`src/osc_params.svh`:
```
// constants for the oversampling conversion control block
// assumes a 100 MHz system clock
`ifndef OSC_PARAMS_SVH
`define OSC_PARAMS_SVH
// ==========================================
// timing
`define OSC_CLK_PERIOD_NS 10
`define OSC_CONV_TIME_NS 4000
`define OSC_ACQ_TIME_NS 1000
`define OSC_CONV_CYCLES ((`OSC_CONV_TIME_NS + `OSC_CLK_PERIOD_NS - 1) / `OSC_CLK_PERIOD_NS)
`define OSC_ACQ_CYCLES ((`OSC_ACQ_TIME_NS + `OSC_CLK_PERIOD_NS - 1) / `OSC_CLK_PERIOD_NS)
// ==========================================
// data shape
`define OSC_CHANNELS 8
`define OSC_RES_BITS 14
`define OSC_MAX_RATIO_LOG 6
`define OSC_RATIO_ILLEGAL 3'h7
`endif

```
`src/osc_pkg.sv`:
```
// types for the oversampling conversion control block
// assumes nothing outside itself
package osc_pkg;
   typedef enum logic [1:0] {OSC_IDLE, OSC_CONVERT, OSC_ACQUIRE} osc_state_t;
endpackage

```
`src/osc_accum.sv`:
```
// per-channel sample accumulator and decimator
// assumes samples arrive one strobe per conversion, all channels at once
`timescale 1ns/1ps
`include "osc_params.svh"
module osc_accum
   import osc_pkg::*;
#(
   parameter int CHANNELS = `OSC_CHANNELS,
   parameter int RES = `OSC_RES_BITS,
   parameter int LOGMAX = `OSC_MAX_RATIO_LOG
) (
   // clock and reset
   input wire logic clock_i,
   input wire logic rstn_i,
   // control
   input wire logic clear_i,
   input wire logic add_i,
   input wire logic store_i,
   input wire logic [2:0] shift_i,
   // data
   input wire logic [CHANNELS*RES-1:0] sample_i,
   output logic [CHANNELS*RES-1:0] result_o
);
   localparam int AW = RES + LOGMAX;
   logic [AW-1:0] acc [CHANNELS];
   initial begin
      if (CHANNELS < 1 || RES < 2 || LOGMAX != 6) $error("osc_accum bad params");
   end
   // ==========================================
   // accumulate, then decimate back to RES bits; signed so the shift keeps sign
   genvar g;
   for (g = 0; g < CHANNELS; g++) begin : g_ch
      wire logic [AW-1:0] ext = {{LOGMAX{sample_i[g*RES+RES-1]}}, sample_i[g*RES +: RES]};
      wire logic [AW-1:0] sum = (clear_i ? '0 : acc[g]) + ext;
      wire logic signed [AW-1:0] avg = $signed(sum) >>> shift_i;
      always_ff @(posedge clock_i or negedge rstn_i) begin
         if (!rstn_i) begin
            acc[g] <= '0;
         end else if (add_i) begin
            acc[g] <= sum;
         end
      end
      always_ff @(posedge clock_i or negedge rstn_i) begin
         if (!rstn_i) begin
            result_o[g*RES +: RES] <= '0;
         end else if (store_i) begin
            result_o[g*RES +: RES] <= avg[RES-1:0];
         end
      end
   end
endmodule

```
`src/osc_ctrl.sv`:
```
// oversampling conversion control: convert-start, busy, ratio latch, averaging
// assumes inputs synchronous to clock_i; samples supplied by the analog front end
// Functional notes
// - Results may be read while busy is high without disturbing conversion.
// - Ratio select 000..110 gives 1,2,4,8,16,32,64; 111 is illegal.
// - Ratio select is captured when busy falls; governs the next cycle.
// - Busy lasts N conversions plus N-1 acquisitions; one conversion at N=1.
// - Each channel always delivers a 14-bit decimated result.
// - Every cycle converts all eight channels together.
// - Busy rises at convert-start, falls after conversions; one conversion is 4 us.
// - Staggered starts hold channel groups separately; busy starts at later edge.
`timescale 1ns/1ps
`include "osc_params.svh"
module osc_ctrl
   import osc_pkg::*;
#(
   parameter int CHANNELS = `OSC_CHANNELS,
   parameter int RES = `OSC_RES_BITS,
   parameter int CONV_CYC = `OSC_CONV_CYCLES,
   parameter int ACQ_CYC = `OSC_ACQ_CYCLES
) (
   // clock and reset
   input wire logic clock_i,
   input wire logic resetn_i,
   // convert start and ratio select
   input wire logic convert_start_group_low_i,
   input wire logic convert_start_group_high_i,
   input wire logic ratio_sel_msb_i,
   input wire logic ratio_sel_mid_i,
   input wire logic ratio_sel_lsb_i,
   // analog front end
   input wire logic [CHANNELS*RES-1:0] sample_i,
   output logic hold_group_low_o,
   output logic hold_group_high_o,
   output logic sample_strobe_o,
   // status and results
   output logic busy_o,
   output logic [2:0] ratio_log_o,
   output logic [CHANNELS*RES-1:0] result_o
);
   localparam int CW = 16;
   initial begin
      if (CONV_CYC < 1 || ACQ_CYC < 1 || CONV_CYC >= 2**CW || ACQ_CYC >= 2**CW)
         $error("osc_ctrl bad timing params");
   end
   // ==========================================
   // reset release
   logic rst_q1, rst_n;
   always_ff @(posedge clock_i or negedge resetn_i) begin
      if (!resetn_i) begin
         rst_q1 <= 1'b0;
         rst_n <= 1'b0;
      end else begin
         rst_q1 <= 1'b1;
         rst_n <= rst_q1;
      end
   end
   // ==========================================
   // edge detection on convert-start inputs
   logic cs_lo_q, cs_hi_q, armed_lo, armed_hi;
   wire logic rise_lo = convert_start_group_low_i & ~cs_lo_q;
   wire logic rise_hi = convert_start_group_high_i & ~cs_hi_q;
   osc_state_t state, next_state;
   wire logic idle = (state == OSC_IDLE);
   // start once both groups have seen an edge; covers tied and staggered starts
   wire logic got_lo = armed_lo | rise_lo;
   wire logic got_hi = armed_hi | rise_hi;
   wire logic start = idle & got_lo & got_hi;
   always_ff @(posedge clock_i or negedge rst_n) begin
      if (!rst_n) begin
         cs_lo_q <= 1'b0;
         cs_hi_q <= 1'b0;
      end else begin
         cs_lo_q <= convert_start_group_low_i;
         cs_hi_q <= convert_start_group_high_i;
      end
   end
   // per-group hold arm, cleared when conversion starts
   always_ff @(posedge clock_i or negedge rst_n) begin
      if (!rst_n) begin
         armed_lo <= 1'b0;
         armed_hi <= 1'b0;
      end else begin
         armed_lo <= idle & got_lo & ~start;
         armed_hi <= idle & got_hi & ~start;
      end
   end
   // track-and-hold: group held from its own edge until busy ends
   assign hold_group_low_o = ~idle | armed_lo;
   assign hold_group_high_o = ~idle | armed_hi;
   // ==========================================
   // ratio decode and latch
   wire logic [2:0] sel = {ratio_sel_msb_i, ratio_sel_mid_i, ratio_sel_lsb_i};
   // illegal code treated as ratio one; the host must never apply it
   wire logic [2:0] sel_log = (sel == `OSC_RATIO_ILLEGAL) ? 3'h0 : sel;
   logic [2:0] ratio_log;
   logic [6:0] samples_left;
   logic [CW-1:0] cnt;
   wire logic cnt_done = (cnt == '0);
   wire logic last_conv = (state == OSC_CONVERT) & cnt_done & (samples_left == 7'h01);
   wire logic busy_fall = last_conv;
   always_ff @(posedge clock_i or negedge rst_n) begin
      if (!rst_n) begin
         ratio_log <= 3'h0;
      end else if (busy_fall) begin
         ratio_log <= sel_log;
      end
   end
   assign ratio_log_o = ratio_log;
   // ==========================================
   // sequencer: conversion, acquisition, repeat N times
   always_comb begin
      next_state = state;
      unique case (state)
         OSC_IDLE: if (start) next_state = OSC_CONVERT;
         OSC_CONVERT: if (cnt_done) next_state = last_conv ? OSC_IDLE : OSC_ACQUIRE;
         OSC_ACQUIRE: if (cnt_done) next_state = OSC_CONVERT;
      endcase
   end
   wire logic [CW-1:0] conv_load = CW'(CONV_CYC - 1);
   wire logic [CW-1:0] acq_load = CW'(ACQ_CYC - 1);
   always_ff @(posedge clock_i or negedge rst_n) begin
      if (!rst_n) begin
         state <= OSC_IDLE;
      end else begin
         state <= next_state;
      end
   end
   // cycle counter: busy = N*conv + (N-1)*acq
   always_ff @(posedge clock_i or negedge rst_n) begin
      if (!rst_n) begin
         cnt <= '0;
      end else if (start || (state == OSC_ACQUIRE && cnt_done)) begin
         cnt <= conv_load;
      end else if (state == OSC_CONVERT && cnt_done && !last_conv) begin
         cnt <= acq_load;
      end else if (!cnt_done) begin
         cnt <= cnt - 1'b1;
      end
   end
   always_ff @(posedge clock_i or negedge rst_n) begin
      if (!rst_n) begin
         samples_left <= 7'h00;
      end else if (start) begin
         samples_left <= 7'h01 << ratio_log;
      end else if (state == OSC_CONVERT && cnt_done) begin
         samples_left <= samples_left - 7'h01;
      end
   end
   assign busy_o = ~idle;
   // ==========================================
   // averaging: all channels take one sample per conversion
   wire logic conv_end = (state == OSC_CONVERT) & cnt_done;
   logic first_sample;
   always_ff @(posedge clock_i or negedge rst_n) begin
      if (!rst_n) begin
         first_sample <= 1'b0;
      end else if (start) begin
         first_sample <= 1'b1;
      end else if (conv_end) begin
         first_sample <= 1'b0;
      end
   end
   assign sample_strobe_o = conv_end;
   // results register is only written at busy end, so reads never disturb it
   osc_accum #(
      .CHANNELS(CHANNELS),
      .RES(RES),
      .LOGMAX(`OSC_MAX_RATIO_LOG)
   ) u_accum (
      .clock_i(clock_i),
      .rstn_i(rst_n),
      .clear_i(first_sample),
      .add_i(conv_end),
      .store_i(last_conv),
      .shift_i(ratio_log),
      .sample_i(sample_i),
      .result_o(result_o)
   );
   // ==========================================
   // assertions
   logic [CW+7:0] busy_len;
   always_ff @(posedge clock_i or negedge rst_n) begin
      if (!rst_n) begin
         busy_len <= '0;
      end else begin
         busy_len <= busy_o ? busy_len + 1'b1 : '0;
      end
   end
   // the latch moves at the last edge of busy, so the ratio that ran is the past one
   a_busy_single_len: assert property (@(posedge clock_i) disable iff (!rst_n)
      ($fell(busy_o) && $past(ratio_log) == 3'h0) |-> ($past(busy_len) == CONV_CYC - 1))
      else $error("busy length wrong at ratio one");
   // busy span in cycles for a ratio of two to the power lg
   function automatic int busy_cycles(input logic [2:0] lg);
      busy_cycles = (CONV_CYC << lg) + (ACQ_CYC << lg) - ACQ_CYC;
   endfunction
   a_busy_ratio_len: assert property (@(posedge clock_i) disable iff (!rst_n)
      $fell(busy_o) |-> ($past(busy_len) == busy_cycles($past(ratio_log)) - 1))
      else $error("busy length wrong for ratio");
   a_busy_rise_start: assert property (@(posedge clock_i) disable iff (!rst_n)
      start |=> busy_o)
      else $error("busy did not rise on start");
   a_ratio_latch_fall: assert property (@(posedge clock_i) disable iff (!rst_n)
      busy_fall |=> (ratio_log == $past(sel_log)))
      else $error("ratio not latched at busy fall");
   a_ratio_stable_busy: assert property (@(posedge clock_i) disable iff (!rst_n)
      (busy_o && !busy_fall) |=> $stable(ratio_log))
      else $error("ratio changed during busy");
   a_ratio_decode: assert property (@(posedge clock_i) disable iff (!rst_n)
      (sel != `OSC_RATIO_ILLEGAL) |-> (sel_log == sel))
      else $error("ratio decode wrong");
   a_result_store_end: assert property (@(posedge clock_i) disable iff (!rst_n)
      (busy_o && !$past(busy_fall)) |-> $stable(result_o))
      else $error("result changed mid conversion");
   a_strobe_in_busy: assert property (@(posedge clock_i) disable iff (!rst_n)
      sample_strobe_o |-> busy_o)
      else $error("sample strobe outside busy");
   a_stagger_later: assert property (@(posedge clock_i) disable iff (!rst_n)
      (idle && armed_lo && !got_hi) |=> !busy_o)
      else $error("busy began before later start");
   a_acq_after_conv: assert property (@(posedge clock_i) disable iff (!rst_n)
      (conv_end && !last_conv) |=> (state == OSC_ACQUIRE))
      else $error("no acquisition between samples");
endmodule

```
`config.mk`:
```
export PLATFORM = sky130hd
export DESIGN_NAME = osc_ctrl
export DESIGN_NICKNAME = d
export VERILOG_FILES = /design/src/osc_pkg.sv /design/src/osc_accum.sv /design/src/osc_ctrl.sv
export VERILOG_INCLUDE_DIRS = /design/src /design/src/src
export SDC_FILE = /design/constraint.sdc
export NUM_CORES = 1
export LEC_CHECK = 0
export BUFFER_PORTS_ARGS = -buffer_cell sky130_fd_sc_hd__buf_2
export CAP_MARGIN = 20
export CORE_MARGIN = 1
export CORE_UTILIZATION = 52
export CTS_CLUSTER_DIAMETER = 60
export DETAILED_ROUTE_END_ITERATION = 6
export PLACE_DENSITY = 0.71
export SLEW_MARGIN = 20
export SYNTH_ARGS = -nofsm -noshare
export SYNTH_HDL_FRONTEND = slang
export SYNTH_HIERARCHICAL = 1
export SYNTH_SLANG_ARGS = --single-unit
```
`constraint.sdc`:
```
create_clock -name clock_i -period 25.3 [get_ports clock_i]
set_input_delay 2.53 -clock clock_i [delete_from_list [all_inputs] [get_ports clock_i]]
set_output_delay 2.53 -clock clock_i [all_outputs]
set_load 0.1 [all_outputs]
```
==> qor.yml, run 1 <==
routing:
  antenna_left: 0
  via_per_inst: 6.37
  drc: 0
  drt_pass1_iterations: 5
  routedWlPerCell_um: 21.6
  postRouteWirelength_mm: 78.3
  vias: 23100
  drt_iter0_markers: 1989
pwr:
  p_total_w: 0.00124
  peakVddDrop_uv: 43.9
  leakage_nw: 12.8
  power_density_nw_per_um2: 43.4
worst_hold_path:
  hold_depth: 0
  min_delay_worst_endpoint: "rst_n"
  min_path_type: "flop to flop"
  holdCritStartpoint: "rst_q1"
sta:
  setup_viol: 0
  rsz0062_at_grt: "no"
  fin_setup_tns_ps: 0
  skew_ps: 21.1
  hold_viol: 0
  fin_crit_ps: 5190
  fin_hold_ws_ps: 354
  relSlewSlack_pct: 19.1
  fmaxAchievable_ghz: 0.193
  slew_violations: 0
  fin_crit_sh_pct: 20.5
  worst_slew_pin_slew_ps: 1210
worst_setup_path:
  worstPathMaxFanout: 9
  worst_setup_path_end_kind: "output port"
  setup.worst_path.start: "cnt[0]"
  timing.rr.end: "u_accum/result_o[11]"
  worstPathRequired_ps: 22770
  worstSetupPathType: "flop to output port"
  worst_ep_arrival_time_ps: 2660
  reg2reg_depth: 12
  r2r_start: "cnt[0]"
  ff2ff_setup_slack_ps: 20200
  cp-start-kind: "flop"
cts:
  clockRootBuffer: "clkbuf_16"
  cts_made_buffers: 40
  post_cts_buffers: 0
  ctsResizeCount: 0
  cts.path.max_buffers: 3
  postCtsHoldBufs: 0
  clkSlewWorstSetupHoldPaths_ps: 60
  clk_latency_ps: 580
  cts.sink_count: 307
  cts_tree: "done"
  cts_max_level: 2
final_layout:
  final_core_util_pct: 59.4
  final_common_cell: "dfrtp_1"
  syn2layout_area_growth_pct: 11.5
  fin_nets: 3222
  final_cell_count_no_fill: 3628
  final_cell_mix: "dfrtp_1, nor2_1, buf_2"
  drive_above_1_share_pct: 20.0
grt:
  overflow: 0
  grt_max_degree: 172
  grt_usage_pct: 30.9
  antenna_found_initial: 1
  top_usage_layer: "met2"
  gr-usage-met2_pct: 50.0
  grt_pass1_wl_mm: 124
  grt_pass1_vias: 22400
  met3_usage_pct: 5.76
  met1_usage_pct: 41.5
synthesis:
  synthArstFlopShare_pct: 100
  syn_avg_cell_area_um2: 9.12
  synth_cell_type_count: 113
  synth_cells: 2811
  yosys_warnings: 6
  ys_seq_area_share_pct: 30.0
  synth-main-ff-cell: "dfrtp_1"
  netlist_area_um2: 25600
  synth_edf_count: 0
  ys_seq_elements: 307
  synth_fp_nets: 3093
die:
  core_area_um2: 48100
  die_h_um: 224
  pin_count: 238
  die-area_um2: 50200
  floorplan.initialDensity_pct: 53.2
  std_cell_rows: 80
  die-width_um: 224
place:
  place_inst: 3554
  hpwl_mm: 54.2
  portBuffers: 237
  place_congestion: 0.945
run_status:
  status: "finished, final reports clean"
flow_run:
  drv_cap: 0
-- metrics by stage --
step	setup slack (ps)	cell area [µm²]
finish	20110	28600
global route	19910	28600
CTS	20070	28600
detailed placement	19640	27200
global placement	19720	27200
floorplan	16110	25600
-- cell type report --
class / count / area, µm²
diodes: 2 / 5.00
clock buffers: 52 / 1130
clock inverters: 20 / 255
fillers: 4161 / 19600
inverters: 64 / 249
multi-input cells: 2271 / 17100
flip-flops and latches: 307 / 7700
well taps: 656 / 821
repair buffers: 256 / 1350
-- sequential cells by signal, indices dropped and copies added (netlist names) --
signal            cells
rst_q1                1
armed_lo              1
cs_hi_q               1
armed_hi              1
first_sample          1
u_accum/result_o    112
rst_n                 1
ratio_log_o           3
cnt                  16
state                 2
cs_lo_q               1
samples_left          7
u_accum/acc         160
-- power breakdown --
part           leakage, nW  total, W  switching [W]  internal, W
logic                 8.47  0.000140      0.0000905    0.0000490
registers             3.66  0.000498     0.00000360     0.000495
clock network        0.675  0.000603       0.000236     0.000367
-- critical path: stages, from the launching register on --
cell and delay [ps]:
dfrtp_1 430, inv_1 80, ha_1 200, nor3b_2 350, nand4_2 310, nor2_4 240, buf_2 460
-- worst max path at each step --
stage | cells past startpoint | end
after global placement | 12 | u_accum/result_o[83]
after floorplan | 0 | armed_hi
after global routing | 12 | u_accum/result_o[11]
after detailed placement | 12 | u_accum/result_o[83]
after CTS | 6 | sample_strobe_o
final | 6 | sample_strobe_o
-- cells in the mapped netlist (22+ instances only) --
cell | instances | area share [%]
dfrtp_1 | 307 | 30
nor2_1 | 257 | 3.8
a21oi_1 | 216 | 4.2
nor2b_1 | 180 | 4.4
nand2_1 | 160 | 2.3
ha_1 | 155 | 7.6
mux2_2 | 136 | 6.0
clkbuf_1 | 134 | 2.0
o21ai_0 | 128 | 2.5
xnor2_1 | 103 | 3.5
a21o_1 | 92 | 2.7
mux2i_1 | 86 | 3.4
inv_1 | 60 | 0.88
a211oi_1 | 59 | 1.7
xor2_1 | 54 | 1.8
nand3_1 | 47 | 0.92
mux4_2 | 46 | 4.0
nor3_1 | 45 | 0.88
a31oi_1 | 30 | 0.73
o211ai_1 | 25 | 0.73
a221o_1 | 22 | 0.86
and2_1 | 22 | 0.54
-- logic make-up (layout without fill, tap and decap cells) --
kind of cell | Yosys count | count (layout) | share of synthesized area [%]
AOI/OAI and AO/OA | 826 | 826 | 22.4
adders and majority gates | 163 | 163 | 8.19
other | 1 | 3 | 0.0146
xor gates and xnor gates | 159 | 159 | 5.52
muxes | 270 | 270 | 13.6
buffers and inverters | 233 | 392 | 3.51
DFF | 307 | 307 | 30.0
and+or+nand+nor | 852 | 852 | 16.8
-- metal layers --
metal | wire length [µm] | vias to the layer above
li1 | - | 10700
met5 | 13 | -
met3 | 5690 | 186
met4 | 2640 | 2
met2 | 36200 | 918
met1 | 33800 | 11300
Note: power is estimated with default switching activity, not from simulation.
==> run 2: changes to the inputs <==
==> constraint.sdc (replaced) <==
create_clock -name clock_i -period 5.3 [get_ports clock_i]
set_input_delay 0.53 -clock clock_i [delete_from_list [all_inputs] [get_ports clock_i]]
set_output_delay 0.53 -clock clock_i [all_outputs]
set_load 0.1 [all_outputs]
==> run 2 against run 1 <==
First-iteration DRC count decreased by 0.50%. Non-clock buffer count increased by 14. Sequential cell count unchanged. Wire length increased by 0.35%. Worst setup slack got worse by 19000 ps. Clock power increased to 4.6 times the previous value. Design area increased by 0.37%. Critical path type is now flop to flop. Highest routed layer is now met4.
==> qor.yml, run 2 (synthesis gave the netlist of run 1 again) <==
run_status:
  status: "finished, final reports clean"
die:
  floorplan.initialDensity_pct: 53.2  # unchanged
  pin_count: 238  # unchanged
  std_cell_rows: 80  # unchanged
  die-area_um2: 50200  # unchanged
  die_h_um: 224  # unchanged
  core_area_um2: 48100  # unchanged
  die-width_um: 224  # unchanged
pwr:
  p_seq_share_pct: 40.8  # +0.7 points
  p_total_w: 0.00584  # +370%
  p_switching_w: 0.00156  # +370%
  netSwitchingFraction_pct: 26.7  # +0.033 points
  leakage_nw: 12.9  # +0.47%
  peakVddDrop_uv: 291  # +560%
  p_comb_share_pct: 11.5  # +0.3 points
  clkPwrFrac_pct: 47.8  # -0.8 points
  power_density_nw_per_um2: 204  # +370%
  intPower_w: 0.00428  # +370%
worst_setup_path:
  worstPathRequired_ps: 5760  # -17010 ps
  worst_setup_path_end_kind: "flop"
  cp-start-kind: "flop"
  slowest_stage: "dfrtp_4"
  crit_path_max_incr_delay_ps: 780  # +320 ps
  worstPathMaxFanout: 36  # +27
  critical_path.cell_chain: "buf_4, nor2b_1, ha_1, fa_1, a211oi_2, o211ai_2, nand2_2, a311oi_2, or4_1, nand3_1, mux4_2, nor2_1, a2111oi_2"
  worstSetupPathType: "flop to flop"
  worst_ep_arrival_time_ps: 4600  # +1940 ps
final_layout:
  syn2layout_area_growth_pct: 11.9
  reg_top3: "u_accum/acc: 160 flops, u_accum/result_o: 112 flops, cnt: 16 flops"
  fin_nets: 3237  # +0.47%
  nFillCells: 4166  # +0.12%
  final_cell_count_no_fill: 3643  # +0.41%
  final_common_cell: "dfrtp_1"
  largest_reg_flops: 160  # unchanged
  final_cell_mix: "dfrtp_1, nor2_1, buf_2"
  largest_register: "u_accum/acc"
  drive_above_1_share_pct: 20.2  # +0.23 points
sta:
  hold_viol: 0  # unchanged
  rsz0062_at_grt: "no"
  fin_ws_ps: 1160  # -18940 ps
  fin_setup_tns_ps: 0  # unchanged
  fin_crit_ps: 4140
  fin_crit_sh_pct: 78.0
  fmaxAchievable_ghz: 0.242
  setup_viol: 0  # unchanged
  slew_violations: 0  # unchanged
  fin_hold_ws_ps: 87.2  # -267 ps
  skew_ps: 26.8  # +5.63 ps
  worst_slew_pin_slew_ps: 1100  # -110 ps
  relSlewSlack_pct: 26.5  # +7.4 points
flow_run:
  drv_cap: 0  # unchanged
place:
  place_inst: 3567  # +0.37%
  portBuffers: 237  # unchanged
  place_congestion: 0.957  # +1.2%
  hpwl_mm: 56.0  # +3.2%
  pre_cts_ws_ps: 1230  # -18400 ps
cts:
  post_cts_buffers: 0  # unchanged
  cts_tree: "done"
  clk_latency_ps: 580  # about the same
  cts_made_buffers: 41  # +2.5%
  cts.path.max_buffers: 3  # unchanged
  clockRootBuffer: "clkbuf_16"
  cts.sink_count: 307  # unchanged
  cts_max_level: 2  # unchanged
  ctsResizeCount: 0  # unchanged
  postCtsHoldBufs: 1  # +1
  clkSlewWorstSetupHoldPaths_ps: 60  # about the same
grt:
  grt_usage_pct: 30.9  # about the same
  grt_max_degree: 171  # -0.58%
  antenna_found_initial: 1  # unchanged
  grt_pass1_vias: 22600  # +0.62%
  overflow: 0  # unchanged
  grt_pass1_wl_mm: 124  # -0.17%
routing:
  drc: 0  # unchanged
  drt_iter0_markers: 1979  # -0.50%
  via_per_inst: 6.36  # -0.19%
  antenna_left: 0  # unchanged
  drt_pass1_iterations: 6  # +1
  vias: 23200  # +0.22%
  postRouteWirelength_mm: 78.6  # +0.35%
  routedWlPerCell_um: 21.6  # about the same
worst_hold_path:
  min_path_type: "input pin to flop"
run 2: changes by cell type in the layout (fill, tap and decap cells not counted), moves of 2 or more:
cell	before	now
clkbuf_1	5	10
buf_4	17	28
bufinv_16	5	2
clkbuf_16	41	43
buf_12	2	4
clkinv_2	7	5
run 2: routing by layer:
layer	routed length (µm)	vias to the layer above	global-route usage (%)
met3	5800	190	5.00
met5	0	-	0
met2	36600	967	50.5
met4	2880	0	11.8
li1	-	10700	-
met1	33300	11300	41.1
run 2: path summary, 6_finish.rpt:
check,endpoint,startpoint,cells after the start,slack [ps]
setup / recovery,u_accum/result_o[97],first_sample,13,1160
hold / removal,cs_hi_q,convert_start_group_high_i,1,90
setup reg to reg,u_accum/result_o[97],first_sample,13,1160
hold reg to reg,rst_n,rst_q1,0,350
max in group asynchronous,u_accum/acc[146],rst_n,1,3630
min in group asynchronous,rst_q1,resetn_i,2,280
run 2: layout make-up:
type / instances / area [µm²] / area share (%)
tap: 656 / 821 / 2.86
multi-input combinational: 2271 / 17100 / 59.5
antenna: 1 / 2.50 / 0.00872
inverter: 64 / 249 / 0.868
sequential: 307 / 7700 / 26.8
clock buffer: 60 / 1210 / 4.22
clock inverter: 14 / 148 / 0.515
timing repair buffer: 270 / 1490 / 5.18
run 2: critical path: cells and delay by family, from the launching register on:
family | cells | cell delay, ps
AO/OA/AOI/OAI | 4 | 960
AND/OR/NAND/NOR | 5 | 910
flip-flops | 1 | 780
adder cells (fa/ha/maj) | 2 | 710
buffers and inverters | 1 | 350
multiplexers | 1 | 300
run 2: metrics by stage:
| stage | instance area, µm² | utilization (%) |
|---|---|---|
| 2_1_floorplan | 25600 | - |
| 3_3_place_gp | 27300 | 56.7 |
| 3_5_place_dp | 27300 | 56.7 |
| 4_1_cts | 28700 | 59.6 |
| 5_1_grt | 28700 | 59.6 |
| 6_report | 28700 | 59.6 |
run 2: power groups by stage:
stage                     Combinational [W]  Sequential (W)  Clock [W]
final                              0.000670         0.00238    0.00279
after global routing               0.000726         0.00238    0.00294
after CTS                          0.000663         0.00238    0.00285
after detailed placement           0.000659         0.00242          0
after global placement             0.000646         0.00242          0
after floorplan                    0.000372         0.00251          0
